==> src/stepper_pkg.sv <==
// Constants and types shared by the stepper phase sequencer
package stepper_pkg;
   typedef logic [7:0] pos_t;
   typedef enum logic [1:0] {
      MICRO = 2'b00,
      HALF = 2'b01,
      HALF_FT = 2'b10,
      FULL = 2'b11
   } mode_t;
   typedef enum logic [1:0] {
      CH_FORCED = 2'b00,
      CH_CHARGE = 2'b01,
      CH_SLOW = 2'b10,
      CH_FAST = 2'b11
   } chop_t;
   // Bus slave address, value is arbitrary
   localparam logic [6:0] SLAVE_ADDR = 7'h32;
   localparam logic [1:0] REG_PAIR_A = 2'h0;
   localparam logic [1:0] REG_PAIR_B = 2'h1;
   localparam logic [1:0] REG_STEP = 2'h2;
   localparam logic [1:0] REG_MISC = 2'h3;
   localparam int B_OE = 7;
   localparam int B_RUN = 6;
   localparam int B_HOLD = 5;
   localparam int B_DIR = 4;
   localparam int B_CHOP = 0;
   localparam int B_PHOTO = 2;
   localparam int B_FLAG_PAIR = 3;
   localparam int B_FLAG_HALF = 4;
   localparam logic [7:0] CFG_PAIR_RST = 8'h40;
   localparam logic [7:0] CFG_STEP_RST = 8'h00;
   localparam logic [7:0] CFG_MISC_RST = 8'h00;
   localparam pos_t POS_INIT = 8'h00;
   localparam pos_t POS_INIT_FULL = 8'hE0;
   localparam logic [5:0] QUAD_MID = 6'h20;
   localparam int CLK_KHZ = 10000;
   localparam int CHOP0_KHZ = 400;
   localparam int CHOP1_KHZ = 200;
   localparam int CHOP2_KHZ = 600;
   localparam int CHOP3_KHZ = 300;
   localparam logic [3:0][5:0] CHOP_CYC = {
      6'(CLK_KHZ / CHOP3_KHZ), 6'(CLK_KHZ / CHOP2_KHZ),
      6'(CLK_KHZ / CHOP1_KHZ), 6'(CLK_KHZ / CHOP0_KHZ)};
   localparam int FORCED_NS = 500;
   localparam logic [5:0] FORCED_CYC =
      6'((FORCED_NS * CLK_KHZ + 999_999) / 1_000_000);
endpackage

==> src/stepper_pair.sv <==
// Position counter of one channel pair: divider, hold, mode switch
`timescale 1ns/100ps
module stepper_pair (
   // Clock and reset
   input wire logic i_ref_clk,
   input wire logic i_rst,
   // Control
   input wire logic i_enable,
   input wire logic i_run,
   input wire logic i_hold,
   input wire logic i_reverse,
   input wire logic [1:0] i_div,
   input wire stepper_pkg::mode_t i_mode,
   input wire logic i_step_clk,
   // Position
   output stepper_pkg::pos_t o_pos,
   output logic o_at_init
);
   import stepper_pkg::*;

   logic hold_q;
   logic hold_lvl;
   logic clk_int;
   logic clk_int_q;
   logic rise;
   logic step;
   logic [2:0] div_cnt;
   logic [2:0] div_last;
   mode_t last_mode;
   pos_t init_pos;
   pos_t mag;
   pos_t next_pos;

   assign init_pos = (i_mode == FULL) ? POS_INIT_FULL : POS_INIT;

   // Catch the step clock level when hold is first seen
   always_ff @(posedge i_ref_clk) begin
      if (i_rst) begin
         hold_q <= 1'b0;
         hold_lvl <= 1'b0;
      end else begin
         hold_q <= i_hold;
         if (i_hold && !hold_q) begin
            hold_lvl <= i_step_clk;
         end
      end
   end

   // Held level replaces the pin, so no edge reaches the divider
   assign clk_int = (i_hold && hold_q) ? hold_lvl : i_step_clk;
   assign rise = clk_int && !clk_int_q;
   assign div_last = 3'((4'h1 << i_div) - 4'h1);
   assign step = rise && (div_cnt >= div_last) && i_enable && i_run;

   always_ff @(posedge i_ref_clk) begin
      if (i_rst) begin
         clk_int_q <= 1'b0;
      end else begin
         clk_int_q <= clk_int;
      end
   end

   // Divider; >= lets a smaller ratio take over at the next edge
   always_ff @(posedge i_ref_clk) begin
      if (i_rst || !i_enable || !i_run) begin
         div_cnt <= 3'h0;
      end else if (rise) begin
         if (div_cnt >= div_last) begin
            div_cnt <= 3'h0;
         end else begin
            div_cnt <= div_cnt + 3'h1;
         end
      end
   end

   // Next position, with the snap after a mode change
   always_comb begin
      unique case (i_mode)
         MICRO: mag = 8'h01;
         HALF, HALF_FT: mag = 8'h20;
         FULL: mag = 8'h40;
      endcase
      // Forward counts up: second channel lags the first
      next_pos = i_reverse ? o_pos - mag : o_pos + mag;
      if (i_mode != last_mode) begin
         unique case (i_mode)
            MICRO: begin
            end
            HALF, HALF_FT: begin
               if (o_pos[5:0] != QUAD_MID) begin
                  next_pos = {o_pos[7:6], QUAD_MID};
               end
            end
            FULL: next_pos = {o_pos[7:6], QUAD_MID};
         endcase
      end
   end

   // Standby and counter reset pin the position; steps advance it
   always_ff @(posedge i_ref_clk) begin
      if (i_rst) begin
         o_pos <= POS_INIT;
         last_mode <= MICRO;
      end else if (!i_enable || !i_run) begin
         o_pos <= init_pos;
         last_mode <= i_mode;
      end else if (step) begin
         o_pos <= next_pos;
         last_mode <= i_mode;
      end
   end

   always_ff @(posedge i_ref_clk) begin
      if (i_rst) begin
         o_at_init <= 1'b1;
      end else begin
         o_at_init <= (o_pos == init_pos);
      end
   end
endmodule

==> src/stepper_phase_sequencer.sv <==
// Two-pair stepping core: serial slave, settings, pairs, choppers
`timescale 1ns/100ps
module stepper_phase_sequencer (
   // Clock and reset
   input wire logic i_ref_clk,
   input wire logic i_rst,
   // Serial bus, open drain data
   input wire logic i_scl,
   input wire logic i_sda,
   output logic o_sda,
   output logic o_sda_oe_n,
   // Motor pins
   input wire logic i_standby_release_pin,
   input wire logic i_step_clk_a,
   input wire logic i_step_clk_b,
   input wire logic i_rotation_direction_pin_a,
   input wire logic i_rotation_direction_pin_b,
   input wire logic i_below_target_a,
   input wire logic i_below_target_b,
   // Phase positions and drive enables
   output stepper_pkg::pos_t o_pos_a,
   output stepper_pkg::pos_t o_pos_b,
   output logic o_drive_on_a,
   output logic o_drive_on_b,
   // Current control
   output logic [3:0] o_target_current_level_a,
   output logic [3:0] o_target_current_level_b,
   output logic [1:0] o_chop_sel,
   output stepper_pkg::chop_t o_chop_phase_a,
   output stepper_pkg::chop_t o_chop_phase_b,
   // Miscellaneous
   output logic o_photo_on,
   output logic o_position_flag_output_n
);
   import stepper_pkg::*;

   typedef enum logic [1:0] {
      I2C_IDLE = 2'b00,
      I2C_BYTE = 2'b01,
      I2C_ACK = 2'b10
   } i2c_t;

   logic [8:0] pin_meta;
   logic [8:0] pin_s;
   logic scl_s;
   logic sda_s;
   logic ena_s;
   logic [1:0] step_s;
   logic [1:0] dir_s;
   logic [1:0] below_s;
   logic scl_q;
   logic sda_q;
   logic scl_rise;
   logic scl_fall;
   logic start;
   logic stop;
   i2c_t state;
   logic [3:0] bit_cnt;
   logic [7:0] shift;
   logic [7:0] wbyte;
   logic [1:0] byte_idx;
   logic [1:0] reg_ptr;
   logic ack_ok;
   logic last_bit;
   logic commit;
   logic [3:0][7:0] cfg;
   pos_t [1:0] pos;
   logic [1:0] at_init;
   logic [1:0] drive;
   chop_t [1:0] chop;
   logic [5:0] period;
   logic [5:0] slow_end;
   logic flag_pair;
   logic flag_low;

   // Every pin is asynchronous to the core clock; bus lines reset high
   // to match their idle level, so no false edge follows reset
   always_ff @(posedge i_ref_clk) begin
      if (i_rst) begin
         pin_meta <= 9'h003;
         pin_s <= 9'h003;
      end else begin
         pin_meta <= {i_below_target_b, i_below_target_a,
            i_rotation_direction_pin_b, i_rotation_direction_pin_a,
            i_step_clk_b, i_step_clk_a, i_standby_release_pin,
            i_sda, i_scl};
         pin_s <= pin_meta;
      end
   end

   assign scl_s = pin_s[0];
   assign sda_s = pin_s[1];
   assign ena_s = pin_s[2];
   assign step_s = pin_s[4:3];
   assign dir_s = pin_s[6:5];
   assign below_s = pin_s[8:7];

   // Previous bus levels for edge, start and stop detection
   always_ff @(posedge i_ref_clk) begin
      if (i_rst) begin
         scl_q <= 1'b1;
         sda_q <= 1'b1;
      end else begin
         scl_q <= scl_s;
         sda_q <= sda_s;
      end
   end

   assign scl_rise = scl_s && !scl_q;
   assign scl_fall = !scl_s && scl_q;
   assign start = scl_s && scl_q && sda_q && !sda_s;
   assign stop = scl_s && scl_q && !sda_q && sda_s;
   assign wbyte = {shift[6:0], sda_s};
   assign last_bit = (state == I2C_BYTE) && scl_rise && (bit_cnt == 4'h7);
   // Data bytes commit on the eighth clock rise, not on the ack
   assign commit = last_bit && (byte_idx == 2'h2);

   // Write-only slave: address, register pointer, data bytes
   always_ff @(posedge i_ref_clk) begin
      if (i_rst) begin
         state <= I2C_IDLE;
         bit_cnt <= 4'h0;
         shift <= 8'h00;
         byte_idx <= 2'h0;
         reg_ptr <= REG_PAIR_A;
         ack_ok <= 1'b0;
         o_sda_oe_n <= 1'b1;
      end else if (start) begin
         state <= I2C_BYTE;
         bit_cnt <= 4'h0;
         byte_idx <= 2'h0;
         o_sda_oe_n <= 1'b1;
      end else if (stop) begin
         state <= I2C_IDLE;
         o_sda_oe_n <= 1'b1;
      end else begin
         unique case (state)
            I2C_IDLE: begin
            end
            I2C_BYTE: begin
               if (scl_rise && bit_cnt < 4'h8) begin
                  shift <= wbyte;
                  bit_cnt <= bit_cnt + 4'h1;
                  if (bit_cnt == 4'h7) begin
                     unique case (byte_idx)
                        2'h0: ack_ok <= (wbyte[7:1] == SLAVE_ADDR)
                           && !wbyte[0];
                        2'h1: begin
                           reg_ptr <= wbyte[1:0];
                           ack_ok <= (wbyte[7:2] == 6'h00);
                        end
                        default: reg_ptr <= reg_ptr + 2'h1;
                     endcase
                  end
               end else if (scl_fall && bit_cnt == 4'h8) begin
                  if (ack_ok) begin
                     state <= I2C_ACK;
                     o_sda_oe_n <= 1'b0;
                  end else begin
                     // Reads and foreign addresses are left alone
                     state <= I2C_IDLE;
                  end
               end
            end
            I2C_ACK: begin
               if (scl_fall) begin
                  o_sda_oe_n <= 1'b1;
                  state <= I2C_BYTE;
                  bit_cnt <= 4'h0;
                  if (byte_idx != 2'h2) begin
                     byte_idx <= byte_idx + 2'h1;
                  end
               end
            end
            default: state <= I2C_IDLE;
         endcase
      end
   end

   // Open drain: only ever pulls low
   always_ff @(posedge i_ref_clk) begin
      o_sda <= 1'b0;
   end

   // Settings, accepted even in standby
   always_ff @(posedge i_ref_clk) begin
      if (i_rst) begin
         cfg[REG_PAIR_A] <= CFG_PAIR_RST;
         cfg[REG_PAIR_B] <= CFG_PAIR_RST;
         cfg[REG_STEP] <= CFG_STEP_RST;
         cfg[REG_MISC] <= CFG_MISC_RST;
      end else if (commit) begin
         cfg[reg_ptr] <= wbyte;
      end
   end

   // One sequencer, drive enable and chopper per channel pair
   for (genvar g = 0; g < 2; g++) begin : g_pair
      logic [5:0] cnt;
      logic seen;
      logic reverse;

      // Pin high wins; pin low defers to the serial setting
      assign reverse = dir_s[g] || cfg[g][B_DIR];

      stepper_pair u_pair (
         .i_ref_clk(i_ref_clk),
         .i_rst(i_rst),
         .i_enable(ena_s),
         .i_run(cfg[g][B_RUN]),
         .i_hold(cfg[g][B_HOLD]),
         .i_reverse(reverse),
         .i_div(cfg[REG_STEP][2*g +: 2]),
         .i_mode(mode_t'(cfg[REG_STEP][4+2*g +: 2])),
         .i_step_clk(step_s[g]),
         .o_pos(pos[g]),
         .o_at_init(at_init[g])
      );

      // Position keeps counting underneath an output disabled by B_OE; standby pins it
      always_ff @(posedge i_ref_clk) begin
         if (i_rst) begin
            drive[g] <= 1'b0;
         end else begin
            drive[g] <= ena_s && cfg[g][B_OE];
         end
      end

      // Chopper; a shorter new period ends the current one at once
      always_ff @(posedge i_ref_clk) begin
         if (i_rst) begin
            chop[g] <= CH_FORCED;
            cnt <= 6'h00;
            seen <= 1'b0;
         end else if (cnt >= period - 6'h01) begin
            cnt <= 6'h00;
            chop[g] <= CH_FORCED;
            seen <= 1'b0;
         end else begin
            cnt <= cnt + 6'h01;
            unique case (chop[g])
               CH_FORCED: begin
                  seen <= seen || below_s[g];
                  if (cnt == FORCED_CYC - 6'h01) begin
                     chop[g] <= (seen || below_s[g]) ?
                        CH_CHARGE : CH_FAST;
                  end
               end
               CH_CHARGE: begin
                  if (!below_s[g]) begin
                     chop[g] <= CH_SLOW;
                  end
               end
               CH_SLOW: begin
                  if (cnt >= slow_end) begin
                     chop[g] <= CH_FAST;
                  end
               end
               CH_FAST: begin
               end
            endcase
         end
      end
   end

   // Slow decay gives way to fast decay for the last quarter
   assign period = CHOP_CYC[cfg[REG_MISC][B_CHOP +: 2]];
   assign slow_end = period - (period >> 2);

   // Position flag: initial point, or half-step points in micro mode
   assign flag_pair = cfg[REG_MISC][B_FLAG_PAIR];
   assign flag_low = at_init[flag_pair] || (cfg[REG_MISC][B_FLAG_HALF]
      && cfg[REG_STEP][4+2*flag_pair +: 2] == MICRO
      && pos[flag_pair][4:0] == 5'h00);

   always_ff @(posedge i_ref_clk) begin
      if (i_rst) begin
         o_position_flag_output_n <= 1'b1;
         o_photo_on <= 1'b0;
      end else begin
         o_position_flag_output_n <= !flag_low;
         o_photo_on <= cfg[REG_MISC][B_PHOTO];
      end
   end

   // Outputs taken straight from registers
   assign o_pos_a = pos[0];
   assign o_pos_b = pos[1];
   assign o_drive_on_a = drive[0];
   assign o_drive_on_b = drive[1];
   // Higher code means lower reference voltage
   assign o_target_current_level_a = cfg[REG_PAIR_A][3:0];
   assign o_target_current_level_b = cfg[REG_PAIR_B][3:0];
   assign o_chop_sel = cfg[REG_MISC][B_CHOP +: 2];
   assign o_chop_phase_a = chop[0];
   assign o_chop_phase_b = chop[1];
endmodule

==> config.mk <==
export PLATFORM = sky130hd
export DESIGN_NAME = stepper_phase_sequencer
export DESIGN_NICKNAME = d
export VERILOG_FILES = /design/src/stepper_pkg.sv /design/src/stepper_pair.sv /design/src/stepper_phase_sequencer.sv
export SDC_FILE = /design/constraint.sdc
export NUM_CORES = 1
export LEC_CHECK = 0
export BUFFER_PORTS_ARGS = -buffer_cell sky130_fd_sc_hd__buf_2
export CORE_MARGIN = 1.5
export CORE_UTILIZATION = 40
export DETAILED_ROUTE_END_ITERATION = 16
export PLACE_DENSITY_LB_ADDON = 0.3
export SYNTH_ARGS = -nofsm -noshare
export SYNTH_HDL_FRONTEND = slang
export SYNTH_SLANG_ARGS = --single-unit
==> constraint.sdc <==
create_clock -name i_ref_clk -period 3.15 [get_ports i_ref_clk]
set_input_delay 0.4725 -clock i_ref_clk [delete_from_list [all_inputs] [get_ports i_ref_clk]]
set_output_delay 0.4725 -clock i_ref_clk [all_outputs]
set_load 0.02 [all_outputs]
# Word level (Yosys, flattened, before mapping)
# Index checks and enable logic that the tools add are counted.
# totals
regBits	127
latch_bits	0
ram_bits	0
rom_bits	0
in_bits	11
elab_cells	266
n_memories	0
# classes
addsub	16
multipliers	0
div	0
order_cmp	11
eq_ne	45
shifts	3
muxes	60
n_bitwise	4
n_reduce_logical	85
# ops
op	count
8-bit 2-to-1 mux	13
8-bit case mux with 3 select lines	2
32-bit bitwise mux	1
2-bit 2-to-1 mux	16
8-bit case mux with 2 select lines	2
1-bit logical AND	30
4-bit AND reduction	7
6-bit greater-or-equal comparator	4
2-bit inequality test, second input constant	10
2-bit case mux with 3 select lines	3
8-bit adder	2
8-bit demux with 2-bit select	1
2-bit equality test, second input constant	8
8-bit equality test	2
4-bit inequality test, second input constant	4
8-bit subtractor	2
2-bit zero test	7
6-bit by 1-bit adder with 6-bit output, second input constant	2
6-bit binary-select mux with 2-bit select	1
2-bit by 1-bit equality test with 1-bit output, second input constant	6
6-bit by 3-bit equality test with 1-bit output, second input constant	2
1-bit zero test	12
6-bit inequality test, second input constant	2
6-bit AND reduction	2
other kinds (39)	83

# Longest topological paths before layout
# Gate-level depths: netlist of run 1.
# depth
depth_word	10
depth_mapped	11
mapped_depth_nobuf	11

# Hierarchy
# Synthesis of run 1 repeated with hierarchy kept, for this count alone.
# unflattened
hier_cells	806
area_unflattened_um2	6991.7
# by_module_without_submodules
module	n_inst	cells_per_inst	area_each_um2	seq_area_each_um2
stepper_phase_sequencer	1	483	4372.9	1801.7
stepper_pair (g_pair[0].u_pair)	1	163	1310.0	340.3
stepper_pair (g_pair[1].u_pair)	1	160	1308.8	340.3

# Worst setup path before layout of run 1
# OpenSTA, ideal clock, no wires.
# synth_timing
path_kind	reg2reg
startpoint	register cfg[22] (netlist name)
endpoint	register g_pair[1].u_pair.o_pos[7]
setup_time_ns	0.095
arrival_time_ns	2.254
required_time_ns	3.055
path_slack_ns	0.801
path_stages_with_launch	11
path_buffers	0
path_cell_list	dfxtp_1 inv_1 ha_1 nand2_1 ha_1 nor2b_1 o2111a_1 or3_1 nand3_1 nand3b_1 a221oi_1
# synth_between
elab_chain_cells	10
word_cells_on_any_way	19
# synth_lines
element	line	text
from (decl)	stepper_phase_sequencer.sv:66	logic [3:0][7:0] cfg;
from (signal, indexed assignment)	stepper_phase_sequencer.sv:193	cfg[reg_ptr] <= wbyte;
2-bit by 1-bit equality test with 1-bit output or 2-bit equality test (tied branches)	stepper_pair.sv:78, stepper_pair.sv:86	
2-bit OR reduction	stepper_pair.sv:78, stepper_pair.sv:86	
8-bit case mux with 3 select lines	stepper_pair.sv:78	unique case (i_mode)
8-bit adder or 8-bit subtractor (tied branches)	stepper_pair.sv:84	next_pos = i_reverse ? o_pos - mag : o_pos + mag;
8-bit 2-to-1 mux	stepper_pair.sv:84	
8-bit 2-to-1 mux	stepper_pair.sv:90	if (o_pos[5:0] != QUAD_MID) begin
8-bit case mux with 2 select lines	stepper_pair.sv:86	unique case (i_mode)
8-bit 2-to-1 mux	stepper_pair.sv:85	if (i_mode != last_mode) begin
8-bit 2-to-1 mux	stepper_pair.sv:107	end else if (step) begin
8-bit 2-to-1 mux	stepper_pair.sv:104	end else if (!i_enable || !i_run) begin
to (signal assigned)	stepper_pair.sv:105	o_pos <= init_pos;
to (signal assigned)	stepper_pair.sv:108	o_pos <= next_pos;
to (decl)	stepper_pair.sv:16	output stepper_pkg::pos_t o_pos,
# Several ways; a longest one is shown, not always the timed one. The select of a mux whose other input is x is not followed.
# A chain may end at the register's enable or synchronous reset.

# Worst setup path after layout of run 1
# Same ends and word-level chain as after synthesis.

==> results of run 1 <==
[final cells by class]
class / instances / area [um^2] / area share
Multi-Input combinational cell: 568 / 3850 / 0.499
Sequential cell: 124 / 2480 / 0.322
Clock buffer: 19 / 453 / 0.0587
Timing Repair Buffer: 53 / 288 / 0.0373
Tap cell: 220 / 275 / 0.0357
Clock inverter: 13 / 190 / 0.0246
Inverter: 47 / 176 / 0.0229
[kinds of logic (layout without fill, tap and decap cells)]
kind of cell / count (synthesis) / count (layout) / share of synthesized area
AOI/OAI and AO/OA: 153 / 153 / 0.144
xor gates and xnor gates: 36 / 36 / 0.0472
adders and majority gates: 82 / 82 / 0.156
buffers and inverters: 80 / 132 / 0.0534
DFF: 124 / 124 / 0.371
muxes: 16 / 16 / 0.0241
other: 1 / 1 / 0.000561
and+or+nand+nor: 280 / 280 / 0.204
[registers in the layout (all words and copies together) (netlist names), 4 cells and up]
register                  flops
o_target_current_level_b      4
cfg                          19
g_pair.u_pair.last_mode       4
bit_cnt                       4
pin_s                         9
pin_meta                      9
g_pair.u_pair.o_pos          16
shift                         7
o_target_current_level_a      4
g_pair.cnt                   12
g_pair.u_pair.div_cnt         6
[final timing paths]
check                                            endpoint   startpoint  depth (start not counted)
worst max-delay path            g_pair[1].u_pair.o_pos[7]      cfg[22]                         10
worst min-delay path                          pin_meta[1]        i_sda                          2
worst max register to register  g_pair[1].u_pair.o_pos[7]      cfg[22]                         10
worst min register to register                   pin_s[0]  pin_meta[0]                          1
[cell usage in the layout, fill, tap and decap left out, drive strengths merged, types with 3 or more instances in the layout]
master	netlist	routed
a211o	4	4
a211oi	16	16
a21boi	4	4
a21o	5	5
a21oi	69	69
a22o	4	4
a22oi	3	3
a31oi	3	3
and3	4	4
buf	20	53
bufinv	0	4
clkbuf	13	19
clkinv	0	4
clkinvlp	0	4
dfxtp	124	124
ha	80	80
inv	47	48
mux2i	15	15
nand2	65	65
nand2b	14	14
nand3	41	41
nand4	4	4
nor2	78	78
nor2b	25	25
nor3	14	14
nor4	5	5
nor4b	4	4
o21a	3	3
o21ai	18	18
o21bai	7	7
o31ai	3	3
or2	10	10
or3	5	5
xnor2	21	21
xor2	15	15
[power groups by stage]
stage	sequential, mW	clock, mW	combinational [mW]
floorplan	1.71	0	0.239
global placement	1.69	0	0.344
detailed placement	1.69	0	0.345
CTS	1.66	2.15	0.348
global route	1.67	2.21	0.396
finish	1.66	2.11	0.345
[metal layers]
metal,up-vias,wire length [um]
met5,-,0
met4,0,229
met3,19,417
met2,72,5890
met1,2369,7050
li1,2742,-
[per-stage QoR]
step / cells / cell area (um^2) / power [mW]
3_3_place_gp: 1012 / 7070 / 2.04
4_1_cts: 1044 / 7720 / 4.16
6_report: 1044 / 7720 / 4.11
5_1_grt: 1044 / 7720 / 4.28
3_5_place_dp: 1012 / 7070 / 2.04
2_1_floorplan: 772 / 6680 / 1.95
[worst max-delay path: stages (launching register included)]
cell      delay [ps]
dfxtp_1          360
inv_1            120
ha_1             300
nand2_1          210
ha_1             320
nor2b_1          140
o2111a_1         240
or3_1            400
nand3_1          100
nand3b_1          80
a221oi_1         260
==> impl_metrics.tcl, run 1 <==
set metrics [dict create \
    tightest_slew_ps 760 \
    busiest_layer "met2" \
    grt-ovfl-total 0 \
    start_util 0.406 \
    areaGrowthSynthToFinish_pct 15.4 \
    grt_pass1_wl_um 22900 \
    cp-end-kind "register" \
    min_period_ps 2610 \
    setup_ws_ps 544 \
    dp_hpwl_um 9720 \
    fp.dieW_um 132 \
    postRouteAntennaNets 0 \
    cts_htree_levels 4 \
    finish.utilization 0.469 \
    post_cts_buffers 0 \
    critPathMaxFanout 7 \
    power.clock.fraction 0.513 \
    synth_edf_count 0 \
    rows 47 \
    ctsResizeCount 0 \
    setup_viol 0 \
    synth_cell_types 59 \
    grt_pass1_vias 4799 \
    wl_per_cell_um 13.0 \
    core_um2 16500 \
    synth.most_common_cell "dfxtp_1" \
    period_share 0.827 \
    drt_first_iter_violations 264 \
    dieHeight_um 132 \
    track_usage 0.161 \
    critPathRequiredTime_ps 3470 \
    maxSlewHeadroom 0.490 \
    ios 47 \
    use_met2 0.243 \
    power.share.sequential 0.403 \
    num_vias 5202 \
    fmax_ghz 0.384 \
    use_met1 0.221 \
    outcome "finished clean" \
    grt_antenna_before_repair 0 \
    syn_nets 865 \
    ys_ff_latch 124 \
    synth_area_leader_cell "dfxtp_1" \
    crit_type "reg2reg" \
    cts_buffers 17 \
    ys.flop_type "dfxtp_1" \
    synth_area_leaders "dfxtp_1 (37%), ha_1 (15%), a21oi_1 (5.1%)" \
    viasPerCell 4.98 \
    portBuffers 45 \
    fillers 1596 \
    synth_area_per_cell_um2 8.66 \
    syn_inst 772 \
    dieArea_um2 17500 \
    clkLatencyLatePin_ps 420 \
    setup_tns_ps 0 \
    grt_max_degree 49 \
    syn_area_um2 6680 \
    firstDrtPassIters 5 \
    maxCapViolations 0 \
    cts_tree "yes" \
    clockBufferDepth 2 \
    wl_um 13600 \
    clkTransAtPathRegs_ps 60 \
    p_per_area_nw_per_um2 533 \
    gp_congestion 0.868 \
    swShare 0.239 \
    leakagePower_nw 3.24 \
    grt.met3_usage 0.0365 \
    drc 0 \
    drv_slew 0 \
    synth_top_area_frac 0.371 \
    hp-class "in2reg" \
    clock_sinks 124 \
    ff2ff_setup_slack_ps 540 \
    synth_common_cells "dfxtp_1 (124), ha_1 (80), nor2_1 (78)" \
    preCtsSetupSlack_ps 556 \
    arrival_ps 2930 \
    root_buffer "clkbuf_16" \
    final_nets 904 \
    yosys_warnings 0 \
    skew_ps 5.61 \
    pwr-share-comb 0.084 \
    start_kind "register" \
    hold_viol 0 \
    rsz0062_at_grt "false" \
    holdWs_ps 236 \
    yosysSeqAreaShare 0.371 \
    hold_buffers 0 \
    ir_drop_mv 0.399 \
    p_int_mw 3.13 \
    n_antenna_cell 0 \
    drive_above_1_share 0.121 \
    synthArstFlopShare 0 \
    power.switching_mw 0.983 \
]
No activity file was read; power rests on OpenSTA's default activity.
==> inputs of run 2 (changes only) <==
==> constraint.sdc (replaced) <==
create_clock -name i_ref_clk -period 2.29 [get_ports i_ref_clk]
set_input_delay 0.3435 -clock i_ref_clk [delete_from_list [all_inputs] [get_ports i_ref_clk]]
set_output_delay 0.3435 -clock i_ref_clk [all_outputs]
set_load 0.02 [all_outputs]
==> impl_metrics.tcl, run 2 (synthesized netlist as in run 1, its figures left out) <==
set metrics [dict create \
    use_met2 0.263 \
    maxCapViolations 0 \
    start_util 0.406 \
    firstDrtPassIters 6 \
    root_buffer "clkbuf_16" \
    fillers 1566 \
    clkTransAtPathRegs_ps 60 \
    rsz0062_at_grt "true" \
    track_usage 0.168 \
    dp_hpwl_um 10200 \
    num_vias 5377 \
    layout_common_cells "dfxtp_1 (122), nor2_1 (76), ha_1 (75)" \
    use_met1 0.222 \
    outcome "finished clean" \
    power.clock.fraction 0.500 \
    swShare 0.241 \
    setup_viol 0 \
    ios 47 \
    regMostFlops "cfg" \
    regArea_um2 2480 \
    cp_top_family "simple AND/OR/NAND/NOR gates" \
    skew_ps 13.7 \
    cts_tree "yes" \
    clockBufferDepth 2 \
    critPathRequiredTime_ps 2620 \
    ir_drop_mv 0.492 \
    grt-ovfl-total 0 \
    cts_htree_levels 4 \
    start_kind "register" \
    grt_antenna_before_repair 0 \
    drv_slew 0 \
    period_share 0.954 \
    setup_tns_ps 0 \
    power.share.sequential 0.406 \
    min_period_ps 2180 \
    drt_first_iter_violations 292 \
    final_nets 938 \
    drc 0 \
    grt_max_degree 58 \
    hold_viol 0 \
    dieArea_um2 17500 \
    gp_congestion 0.836 \
    placed_area_um2 7350 \
    clock_sinks 124 \
    cp-end-kind "register" \
    cts_buffers 17 \
    maxSlewHeadroom 0.519 \
    clkLatencyLatePin_ps 420 \
    busiest_layer "met2" \
    p_int_mw 4.27 \
    p_per_area_nw_per_um2 695 \
    largest_reg_flops 19 \
    fp.dieW_um 132 \
    leakagePower_nw 3.41 \
    drive_above_1_share 0.189 \
    power.switching_mw 1.35 \
    final_common_cell "dfxtp_1" \
    hp-class "in2reg" \
    pwr-share-comb 0.094 \
    grt_pass1_vias 5021 \
    cp_num_buf_inv 1 \
    grt_pass1_wl_um 23900 \
    critPathMaxStageDelay_ps 400 \
    tightest_slew_ps 716 \
    crit_path_top_delay_cell "or3_4" \
    core_um2 16500 \
    postRouteAntennaNets 0 \
    rows 47 \
    viasPerCell 4.99 \
    critPathMaxFanout 5 \
    multi_input_area_um2 3980 \
    areaGrowthSynthToFinish_pct 21.1 \
    crit_type "reg2reg" \
    portBuffers 45 \
    fin_area_um2 8100 \
    largest_registers "cfg x19, g_pair.u_pair.o_pos x16, g_pair.cnt x12" \
    grt.met3_usage 0.0404 \
    dieHeight_um 132 \
    wl_per_cell_um 13.0 \
    arrival_ps 2520 \
    wl_um 14000 \
    n_antenna_cell 0 \
    critical_path.cell_chain "inv_2 > ha_4 > nand2_4 > ha_1 > nor2b_1 > o2111a_1 > or3_4 > nand3_1 > nand3b_1 > a221oi_2" \
    fmax_ghz 0.458 \
]
==> run 2: cell types whose count changed in the layout (fill, tap and decap cells not counted), sizes merged <==
| cell | before | now |
|---|---|---|
| buf | 53 | 87 |
| clkbuf | 19 | 17 |
| clkinv | 4 | 6 |
| clkinvlp | 4 | 5 |
| inv | 48 | 47 |
==> run 2: worst paths after layout <==
kind / slack (ps) / cells after the start / endpoint / startpoint
hold / removal: 100 / 2 / pin_meta[1] / i_sda
setup reg to reg: 110 / 10 / g_pair[1].u_pair.o_pos[7] / cfg[23]
hold reg to reg: 410 / 1 / pin_s[1] / pin_meta[1]
setup / recovery: 110 / 10 / g_pair[1].u_pair.o_pos[7] / cfg[23]
==> run 2: worst register-to-register path, delay by kind of cell (launching register included) <==
family          cells  cell delay (ps)
simple gates        5              800
compound gates      2              470
fa+ha+maj           2              440
flops               1              320
buf+inv             1               70
==> run 2: power by group through the flow <==
stage | Clock [mW] | Sequential [mW] | Combinational [mW]
floorplan | 0 | 2.35 | 0.329
global placement | 0 | 2.33 | 0.502
detailed placement | 0 | 2.33 | 0.507
CTS | 2.89 | 2.28 | 0.510
global route | 3.00 | 2.29 | 0.604
finish | 2.81 | 2.28 | 0.530
==> run 2: layout make-up <==
class	instances	share of cell area
clock buffer	17	0.0525
clock inverter	15	0.0246
inverter	47	0.0218
multi-input combinational	568	0.492
sequential	124	0.307
tap	220	0.0340
timing repair buffer	87	0.0686
==> run 2: what timing repair did <==
action	4_1_cts	5_1_grt
pin swaps	0	6
endpoints found under the hold margin	0	0
buffers inserted	0	0
endpoints found under the setup margin	1	21
hold buffers	0	0
resized for setup	1	29
==> run 2: per-stage QoR <==
stage | instances | util | hold WS, ps | setup slack (ps) | total power, mW
after floorplan | 772 | - | 389 | 9.16 | 2.68
after global placement | 1046 | 0.447 | 393 | 37.9 | 2.83
after detailed placement | 1046 | 0.447 | 398 | -7.39 | 2.84
after CTS | 1078 | 0.485 | 89.7 | 5.60 | 5.68
after global routing | 1078 | 0.492 | 98.4 | -33.5 | 5.90
final | 1078 | 0.492 | 103 | 105 | 5.63
==> run 2: layer usage <==
metal / share of wire / vias to the layer above
met1: 0.50 / 2466
met4: 0.014 / 0
met3: 0.035 / 18
met2: 0.45 / 85
met5: 0 / -
li1: - / 2808
